$ cat src/rtl/chsfl_defs.vh
// Register offsets, bit positions and state codes of the status block
`ifndef CHSFL_DEFS_VH
`define CHSFL_DEFS_VH

`define CHSFL_ADDR_FAULT     8'h20
`define CHSFL_ADDR_OPSTATE   8'h21
`define CHSFL_ADDR_EXITSTAT  8'h23

`define CHSFL_BYTE_RESET     8'h00
`define CHSFL_ZERO3          3'h0

// Fault byte fields
`define CHSFL_F_INOV         7
`define CHSFL_F_BATTERY_OVERCURRENT_FAULT        6
`define CHSFL_F_INOC         5
`define CHSFL_F_SYSOV        4
`define CHSFL_F_SYSUV        3
`define CHSFL_F_FORCE        2
`define CHSFL_F_SRCOV        1
`define CHSFL_F_SRCUV        0

// Operating state byte fields
`define CHSFL_S_ASSIST       5
`define CHSFL_S_VREG         4
`define CHSFL_S_IREG         3
`define CHSFL_S_FAST         2
`define CHSFL_S_SOURCE       0

// Assist exit flag position in its byte
`define CHSFL_X_EXIT         0

// Synchronised input vector positions
`define CHSFL_I_MODEPIN      0
`define CHSFL_I_INOV         1
`define CHSFL_I_INOC         2
`define CHSFL_I_BATTERY_OVERCURRENT_FAULT        3
`define CHSFL_I_BATOV        4
`define CHSFL_I_SYSOV        5
`define CHSFL_I_SYSUV        6
`define CHSFL_I_RSTFAIL      7
`define CHSFL_I_VINREG       8
`define CHSFL_I_VOUTREG      9
`define CHSFL_I_IINREG       10
`define CHSFL_I_FAST         11
`define CHSFL_I_SOURCE       12
`define CHSFL_I_SRCOV        13
`define CHSFL_I_SRCUV        14
`define CHSFL_I_ADAPTER      15
`define CHSFL_SYNC_W         16
`define CHSFL_SYNC_RESET     16'h0000

// Restart attempts before the undervoltage fault latches
`define CHSFL_UV_TRIES       3'h7

// Assist mode states
`define CHSFL_ST_OFF         2'h0
`define CHSFL_ST_ON          2'h1
`define CHSFL_ST_LOCK        2'h2

`endif

$ cat src/rtl/chsfl_status.v
// Charger status bytes, latched fault flags and power-assist mode control
`include "chsfl_defs.vh"

module chsfl_status
(
    input  wire       clk_sys,
    input  wire       rst_b,
    input  wire       reg_rd,
    input  wire       reg_wr,
    input  wire [7:0] reg_addr,
    input  wire [7:0] reg_wdata,
    output reg  [7:0] reg_rdata,
    input  wire       shared_mode_pin,
    input  wire       input_overvoltage_fault,
    input  wire       input_overcurrent_fault,
    input  wire       battery_overcurrent_fault,
    input  wire       battery_overvoltage,
    input  wire       system_overvoltage_fault,
    input  wire       system_undervoltage_fault,
    input  wire       restart_failed,
    input  wire       input_volt_reg_active,
    input  wire       output_volt_reg_active,
    input  wire       input_curr_reg_active,
    input  wire       fast_charge_active,
    input  wire       source_mode_active,
    input  wire       source_overvoltage_fault,
    input  wire       source_undervoltage_fault,
    input  wire       adapter_present,
    input  wire       assist_disable,
    input  wire       converter_force_off,
    input  wire       batt_overcurrent_enable,
    input  wire       pass_through_mode,
    input  wire       adapter_ok_throttle_profile,
    input  wire       system_volt_throttle_profile,
    output wire       assist_active,
    output reg        regulation_enable,
    output reg        adapter_profile_off,
    output reg        vsys_profile_on,
    output reg        converter_enable,
    output wire       processor_hot_out,
    output wire       processor_hot_oe
);

    // Assist mode state codes
    localparam [1:0] ST_OFF  = `CHSFL_ST_OFF;
    localparam [1:0] ST_ON   = `CHSFL_ST_ON;
    localparam [1:0] ST_LOCK = `CHSFL_ST_LOCK;

    // Address match used by read and write paths
    function hit;
        input [7:0] addr;
        input [7:0] target;
        begin
            hit = (addr == target);
        end
    endfunction

    wire [`CHSFL_SYNC_W-1:0] raw_in;
    reg  [`CHSFL_SYNC_W-1:0] sync_a;
    reg  [`CHSFL_SYNC_W-1:0] sync_b;
    reg  [`CHSFL_SYNC_W-1:0] sync_d;
    reg  [1:0]               state;
    reg  [1:0]               next_state;
    reg  [7:0]               fault;
    reg  [7:0]               next_fault;
    reg                      assist_exit_flag;
    reg                      next_exit_flag;
    reg  [2:0]               uv_tries;
    reg  [2:0]               next_uv_tries;
    reg                      assist_q;
    reg  [7:0]               opstate;
    reg  [7:0]               read_val;

    wire assist_req;
    wire any_fault;
    wire battery_overcurrent_fault_trig;
    wire rd_fault;
    wire wr_fault;
    wire wr_exit;
    wire fail_edge;
    wire adapter_gone;
    wire assist_rise;
    wire assist_fall;

    assign raw_in = {adapter_present, source_undervoltage_fault,
                     source_overvoltage_fault, source_mode_active,
                     fast_charge_active, input_curr_reg_active,
                     output_volt_reg_active, input_volt_reg_active,
                     restart_failed, system_undervoltage_fault,
                     system_overvoltage_fault, battery_overvoltage,
                     battery_overcurrent_fault, input_overcurrent_fault,
                     input_overvoltage_fault, shared_mode_pin};

    // Two-stage synchroniser plus a delayed copy for edges
    always @(posedge clk_sys or negedge rst_b)
    begin
        if (!rst_b)
        begin
            sync_a <= `CHSFL_SYNC_RESET;
            sync_b <= `CHSFL_SYNC_RESET;
            sync_d <= `CHSFL_SYNC_RESET;
        end
        else
        begin
            sync_a <= raw_in;
            sync_b <= sync_a;
            sync_d <= sync_b;
        end
    end

    assign rd_fault = reg_rd & hit(reg_addr, `CHSFL_ADDR_FAULT);
    assign wr_fault = reg_wr & hit(reg_addr, `CHSFL_ADDR_FAULT);
    assign wr_exit  = reg_wr & hit(reg_addr, `CHSFL_ADDR_EXITSTAT);
    assign fail_edge = sync_b[`CHSFL_I_RSTFAIL] & ~sync_d[`CHSFL_I_RSTFAIL];
    assign adapter_gone = ~sync_b[`CHSFL_I_ADAPTER]
                        & sync_d[`CHSFL_I_ADAPTER];

    // Host command alone; processor-hot state is not an input here
    assign assist_req = sync_b[`CHSFL_I_MODEPIN]
                      & ~assist_disable;

    assign any_fault = sync_b[`CHSFL_I_INOV] | sync_b[`CHSFL_I_INOC]
                     | sync_b[`CHSFL_I_SYSOV] | sync_b[`CHSFL_I_BATOV]
                     | fault[`CHSFL_F_SYSUV];

    // Battery fault qualification in pass-through mode
    assign battery_overcurrent_fault_trig = pass_through_mode
        ? (batt_overcurrent_enable & (sync_b[`CHSFL_I_BATTERY_OVERCURRENT_FAULT]
           | sync_b[`CHSFL_I_BATOV]))
        : sync_b[`CHSFL_I_BATTERY_OVERCURRENT_FAULT];

    // Assist mode state machine
    always @*
    begin
        next_state = state;
        next_exit_flag = assist_exit_flag;
        case (state)
            ST_OFF:
            begin
                if (assist_req)
                    next_state = ST_ON;
            end
            ST_ON:
            begin
                if (any_fault)
                begin
                    next_state = ST_LOCK;
                    next_exit_flag = 1'b1;
                end
                else if (!assist_req)
                    next_state = ST_OFF;
            end
            ST_LOCK:
            begin
                if (!assist_req)
                    next_state = ST_OFF;
            end
            default:
                next_state = ST_OFF;
        endcase
        // Write 0 clears; a new fault exit in the same cycle wins
        if (wr_exit && !reg_wdata[`CHSFL_X_EXIT]
            && !(state == ST_ON && any_fault))
            next_exit_flag = 1'b0;
    end

    // Fault latches
    always @*
    begin
        next_fault = fault;
        next_uv_tries = uv_tries;
        // Read clears after the value was captured for the read data
        if (rd_fault)
        begin
            next_fault[`CHSFL_F_INOV]  = 1'b0;
            next_fault[`CHSFL_F_BATTERY_OVERCURRENT_FAULT] = 1'b0;
            next_fault[`CHSFL_F_INOC]  = 1'b0;
            next_fault[`CHSFL_F_FORCE] = 1'b0;
            next_fault[`CHSFL_F_SRCOV] = 1'b0;
            next_fault[`CHSFL_F_SRCUV] = 1'b0;
        end
        if (wr_fault && !reg_wdata[`CHSFL_F_SYSOV])
            next_fault[`CHSFL_F_SYSOV] = 1'b0;
        if (adapter_gone)
            next_fault[`CHSFL_F_SYSOV] = 1'b0;
        if (wr_fault && !reg_wdata[`CHSFL_F_SYSUV])
        begin
            next_fault[`CHSFL_F_SYSUV] = 1'b0;
            next_uv_tries = `CHSFL_ZERO3;
        end
        // Restart attempt counting under undervoltage
        if (!sync_b[`CHSFL_I_SYSUV])
            next_uv_tries = `CHSFL_ZERO3;
        else if (fail_edge && uv_tries != `CHSFL_UV_TRIES)
            next_uv_tries = uv_tries + 3'h1;
        if (uv_tries == `CHSFL_UV_TRIES && sync_b[`CHSFL_I_SYSUV])
            next_fault[`CHSFL_F_SYSUV] = 1'b1;
        // Sets take priority over every clear
        if (sync_b[`CHSFL_I_INOV])
            next_fault[`CHSFL_F_INOV] = 1'b1;
        if (battery_overcurrent_fault_trig)
            next_fault[`CHSFL_F_BATTERY_OVERCURRENT_FAULT] = 1'b1;
        if (sync_b[`CHSFL_I_INOC])
            next_fault[`CHSFL_F_INOC] = 1'b1;
        if (sync_b[`CHSFL_I_SYSOV])
            next_fault[`CHSFL_F_SYSOV] = 1'b1;
        if (converter_force_off)
            next_fault[`CHSFL_F_FORCE] = 1'b1;
        if (sync_b[`CHSFL_I_SRCOV])
            next_fault[`CHSFL_F_SRCOV] = 1'b1;
        if (sync_b[`CHSFL_I_SRCUV])
            next_fault[`CHSFL_F_SRCUV] = 1'b1;
    end

    // Operating state byte
    always @*
    begin
        opstate = `CHSFL_BYTE_RESET;
        opstate[`CHSFL_S_ASSIST] = assist_active;
        opstate[`CHSFL_S_VREG] = sync_b[`CHSFL_I_SOURCE]
            ? sync_b[`CHSFL_I_VOUTREG]
            : sync_b[`CHSFL_I_VINREG];
        opstate[`CHSFL_S_IREG] = sync_b[`CHSFL_I_IINREG];
        opstate[`CHSFL_S_FAST] = sync_b[`CHSFL_I_FAST];
        opstate[`CHSFL_S_SOURCE] = sync_b[`CHSFL_I_SOURCE];
    end

    // Read mux; unmapped addresses read zero
    always @*
    begin
        read_val = `CHSFL_BYTE_RESET;
        if (hit(reg_addr, `CHSFL_ADDR_FAULT))
            read_val = fault;
        else if (hit(reg_addr, `CHSFL_ADDR_OPSTATE))
            read_val = opstate;
        else if (hit(reg_addr, `CHSFL_ADDR_EXITSTAT))
            read_val[`CHSFL_X_EXIT] = assist_exit_flag;
    end

    assign assist_active = (state == ST_ON);
    assign assist_rise = assist_active & ~assist_q;
    assign assist_fall = ~assist_active & assist_q;

    // Processor-hot open-drain: driven low while exit flag set
    assign processor_hot_out = 1'b0;
    assign processor_hot_oe  = assist_exit_flag;

    // Mode, flag and counter registers
    always @(posedge clk_sys or negedge rst_b)
    begin
        if (!rst_b)
        begin
            state <= ST_OFF;
            fault <= `CHSFL_BYTE_RESET;
            assist_exit_flag <= 1'b0;
            uv_tries <= `CHSFL_ZERO3;
            assist_q <= 1'b0;
        end
        else
        begin
            state <= next_state;
            fault <= next_fault;
            assist_exit_flag <= next_exit_flag;
            uv_tries <= next_uv_tries;
            assist_q <= assist_active;
        end
    end

    // Read data register; holds between reads
    always @(posedge clk_sys or negedge rst_b)
    begin
        if (!rst_b)
        begin
            reg_rdata <= `CHSFL_BYTE_RESET;
        end
        else if (reg_rd)
        begin
            reg_rdata <= read_val;
        end
    end

    // Regulation gate follows assist edges
    always @(posedge clk_sys or negedge rst_b)
    begin
        if (!rst_b)
        begin
            regulation_enable <= 1'b1;
        end
        else if (assist_rise)
        begin
            regulation_enable <= 1'b0;
        end
        else if (assist_fall)
        begin
            regulation_enable <= 1'b1;
        end
    end

    // One-cycle throttle profile requests on assist entry
    always @(posedge clk_sys or negedge rst_b)
    begin
        if (!rst_b)
        begin
            adapter_profile_off <= 1'b0;
            vsys_profile_on <= 1'b0;
        end
        else
        begin
            adapter_profile_off <= assist_rise
                & adapter_ok_throttle_profile;
            vsys_profile_on <= assist_rise
                & ~system_volt_throttle_profile;
        end
    end

    // Converter held off by latched overvoltage or force-off
    always @(posedge clk_sys or negedge rst_b)
    begin
        if (!rst_b)
        begin
            converter_enable <= 1'b0;
        end
        else
        begin
            converter_enable <= ~next_fault[`CHSFL_F_SYSOV]
                & ~converter_force_off;
        end
    end

endmodule // chsfl_status

$ cat config.mk
export PLATFORM = sky130hd
export DESIGN_NAME = chsfl_status
export DESIGN_NICKNAME = d
export VERILOG_FILES = /design/src/rtl/chsfl_status.v
export VERILOG_INCLUDE_DIRS = /design/src /design/src/rtl
export SDC_FILE = /design/constraint.sdc
export NUM_CORES = 1
export LEC_CHECK = 0
export ABC_AREA = 0
export BUFFER_PORTS_ARGS = -buffer_cell sky130_fd_sc_hd__buf_2
export CAP_MARGIN = 20
export CORE_ASPECT_RATIO = 0.6
export CORE_MARGIN = 2
export CORE_UTILIZATION = 39
export CTS_BUF_LIST = sky130_fd_sc_hd__clkbuf_2
export DETAILED_ROUTE_END_ITERATION = 10
export GPL_TIMING_DRIVEN = 0
export HOLD_SLACK_MARGIN = 0.06
export SYNTH_ARGS = -nofsm -noshare
export SYNTH_HDL_FRONTEND = slang
export SYNTH_SLANG_ARGS = --single-unit
$ cat constraint.sdc
create_clock -name clk_sys -period 1.6 [get_ports clk_sys]
set_input_delay 0.48 -clock clk_sys [delete_from_list [all_inputs] [get_ports clk_sys]]
set_output_delay 0.48 -clock clk_sys [all_outputs]
set_load 0.02 [all_outputs]
==> flow_metrics.py <==
metrics = {
    "floorplan": {
        "fp.dieH_um": 60.7,
        "row_count": 20,
        "core_um2": 5100,
        "start_util": 0.409,
        "dieArea_um2": 5970,
        "ios": 57,
        "die_w_um": 98.4,
    },
    "logic_synthesis": {
        "synth_ff_type": "dfrtp_1",
        "synth-xor-area-share": 0,
        "synth_fp_nets": 182,
        "synthSimpleGateAreaFrac": 0.113,
        "synth_edf_count": 0,
        "synth_fa_ha_area_frac": 0.0180,
        "postSynthCellCount": 137,
        "seq_area_frac_synth": 0.732,
        "synth_mux_area_frac": 0.0294,
        "synth_top_family_by_area": "simple AND/OR/NAND/NOR gates",
        "yosysWarnings": 0,
        "synth_compound_area_frac": 0.0923,
        "synth_cell_types": 40,
        "syn-cell-area_um2": 2090,
        "ys_ff_latch": 61,
        "ys_async_sr_fraction": 1.00,
        "synth_area_per_cell_um2": 15.2,
    },
    "clock_network": {
        "cts_tree": "built",
        "htree_levels": 3,
        "root_buffer": "clkbuf_2",
        "numCtsBuffers": 9,
        "insertion_delay_ns": 0.49,
        "cts_buffer_depth": 2,
        "cts.sinks": 61,
        "path_clk_slew_ns": 0.16,
    },
    "placement": {
        "hpwl_um": 2930,
        "gp_congestion": 0.779,
        "dpl.cell_count": 253,
        "portBuffers": 49,
    },
    "final_layout": {
        "nNetsFinal": 274,
        "fin_cells": 300,
        "syn2layout_area_growth_pct": 40.9,
        "drive_gt1_frac": 0.393,
        "num_antenna_cells": 0,
        "postLayoutCoreUtil": 0.576,
    },
    "grt": {
        "antenna_found_initial": 0,
        "grtUsageTotal": 0.157,
        "busiest_layer": "met2",
        "grt.met3_usage": 0.0887,
        "grt_max_degree": 42,
        "met1_usage": 0.170,
        "grt_pass1_wl_um": 6710,
        "overflow": 0,
        "grt_pass1_vias": 1452,
        "gr-usage-met2": 0.259,
    },
    "routing": {
        "avgRoutedWirePerCell_um": 14.1,
        "first_iter_violations": 45,
        "drt_first_pass_iters": 4,
        "vias": 1456,
        "drc_errors": 0,
        "wl_um": 4220,
        "final_antenna_net_count": 0,
        "viasPerCell": 4.85,
    },
    "worst_setup_path": {
        "reg2reg_slack_ns": 0.08,
        "critical_path.startpoint": "state[1]$_DFFE_PN0P_",
        "r2r-start": "uv_tries[0]$_DFFE_PN0P_",
        "reg2reg_to": "uv_tries[0]$_DFFE_PN0P_",
        "cp.arrival_ns": 1.17,
        "end_kind": "output port",
        "r2r_cells": 5,
        "crit_type": "flop to output port",
        "crit_path_start_kind": "flop",
        "cp_data_required_time_ns": 1.12,
        "crit_path_max_fanout": 2,
        "endpoint": "assist_active",
    },
    "timing": {
        "finalWorstSetupSlack_ns": -0.0498,
        "fin_crit_sh": 1.03,
        "setup_violations": 2,
        "final-max-slew-violation-count": 0,
        "max_freq_mhz": 606,
        "tns_ns": -0.0905,
        "skew_ns": 0.0214,
        "whs_ns": 0.157,
        "rsz0062_at_grt": "yes",
        "hold_viol": 0,
        "fin_crit_ns": 1.65,
    },
    "run_status": {
        "violations": "setup timing",
        "status": "finished, violations left",
    },
    "run": {
        "cap_violations": 0,
    },
    "power_and_ir_drop": {
        "ir_drop_v": 0.000591,
        "fin_total_pwr_mw": 3.02,
        "p_leak_nw": 1.40,
        "switchingPower_uw": 733,
        "p_int_mw": 2.29,
        "pwr-share-seq": 0.547,
        "switching_share": 0.243,
        "power_frac_clock": 0.361,
        "power_per_cell_area_nw_per_um2": 1030,
        "combPwrFrac": 0.091,
    },
    "worst_hold_path": {
        "hold_class": "input pin to flop",
    },
}
-- kinds of logic after synthesis --
group,count (synthesis)
flops,61
compound gates,26
other cells,1
mux,6
buf+inv,6
simple gates,34
fa+ha+maj,3
-- layout by cell type, fill, tap and decap left out, drive strengths merged, types with 3 or more instances in the layout --
master,instances
clkbuf,9
o21ai,8
o2bb2ai,6
dfrtp,60
a21o,5
mux2i,5
buf,65
nand2,3
dlygate4sd3,18
nor2b,5
ha,3
nand3,8
inv,4
clkinv,4
-- repair_timing --
item	in CTS	in global routing
hold endpoints to repair	33	4
setup endpoints to repair	7	16
hold buffers	14	4
resized for setup	10	17
buffers inserted	5	8
-- flip-flops by register name (all words and copies together) (netlist names) --
register	count
reg_rdata	8
sync_a	16
regulation_enable	1
vsys_profile_on	1
uv_tries	3
adapter_profile_off	1
converter_enable	1
sync_d	2
state	2
fault	8
assist_q	1
processor_hot_oe	1
sync_b	16
-- through the flow --
stage / setup WS, ns / cell area [um2]
after floorplan: 0.118 / 2090
after global routing: -0.160 / 2940
after CTS: -0.109 / 2790
after global placement: -0.134 / 2410
final: -0.0498 / 2940
after detailed placement: -0.158 / 2430
-- power groups by stage --
stage                     clock [mW]  sequential (mW)  combinational [mW]
final                           1.09             1.65               0.276
after global routing            1.21             1.66               0.306
after CTS                       1.13             1.65               0.261
after detailed placement           0             1.68               0.203
after global placement             0             1.68               0.189
after floorplan                    0             1.69              0.0693
-- layer usage --
layer	part of all wire	wire, um	up-vias
li1	-	-	681
met1	0.42	1770	719
met2	0.50	2090	44
met3	0.063	267	12
met4	0.020	86	0
met5	0	0	-
-- area by class of cell --
| class | count | area [um2] |
|---|---|---|
| timing repair buffer | 81 | 612 |
| multi-input combinational | 70 | 547 |
| clock buffer | 9 | 45.0 |
| inverter | 4 | 15.0 |
| clock inverter | 7 | 98.8 |
| tap | 66 | 82.6 |
| sequential | 61 | 1530 |
| fill | 426 | 2160 |
| buffer | 2 | 12.5 |
-- worst max-delay path: stages (launching register included) --
cell     delay [ns]
dfrtp_2        0.45
nor2b_4        0.12
buf_6          0.12
-- how the worst min path moves through the flow --
stage,startpoint,to,depth (start not counted)
2_1_floorplan,rst_b,adapter_profile_off$_DFF_PN0_,0
3_3_place_gp,sync_a[15]$_DFF_PN0_,sync_b[15]$_DFF_PN0_,0
3_5_place_dp,sync_a[5]$_DFF_PN0_,sync_b[5]$_DFF_PN0_,0
4_1_cts,output_volt_reg_active,sync_a[9]$_DFF_PN0_,1
5_1_grt,converter_force_off,converter_enable$_DFF_PN0_,2
6_report,converter_force_off,converter_enable$_DFF_PN0_,2
-- cell usage after synthesis (all sizes together) (2+ instances only) --
library cell,instances,share of area
dfrtp,60,0.72
nand3,8,0.019
o21ai,8,0.021
o2bb2ai,6,0.025
a21o,5,0.018
mux2i,5,0.024
nor2b,5,0.015
ha,3,0.018
inv,3,0.0054
nand2,3,0.0054
a32o,2,0.0096
buf,2,0.0060
nand4,2,0.0090
nor2,2,0.0036
Note: power is estimated with default switching activity, not from simulation.
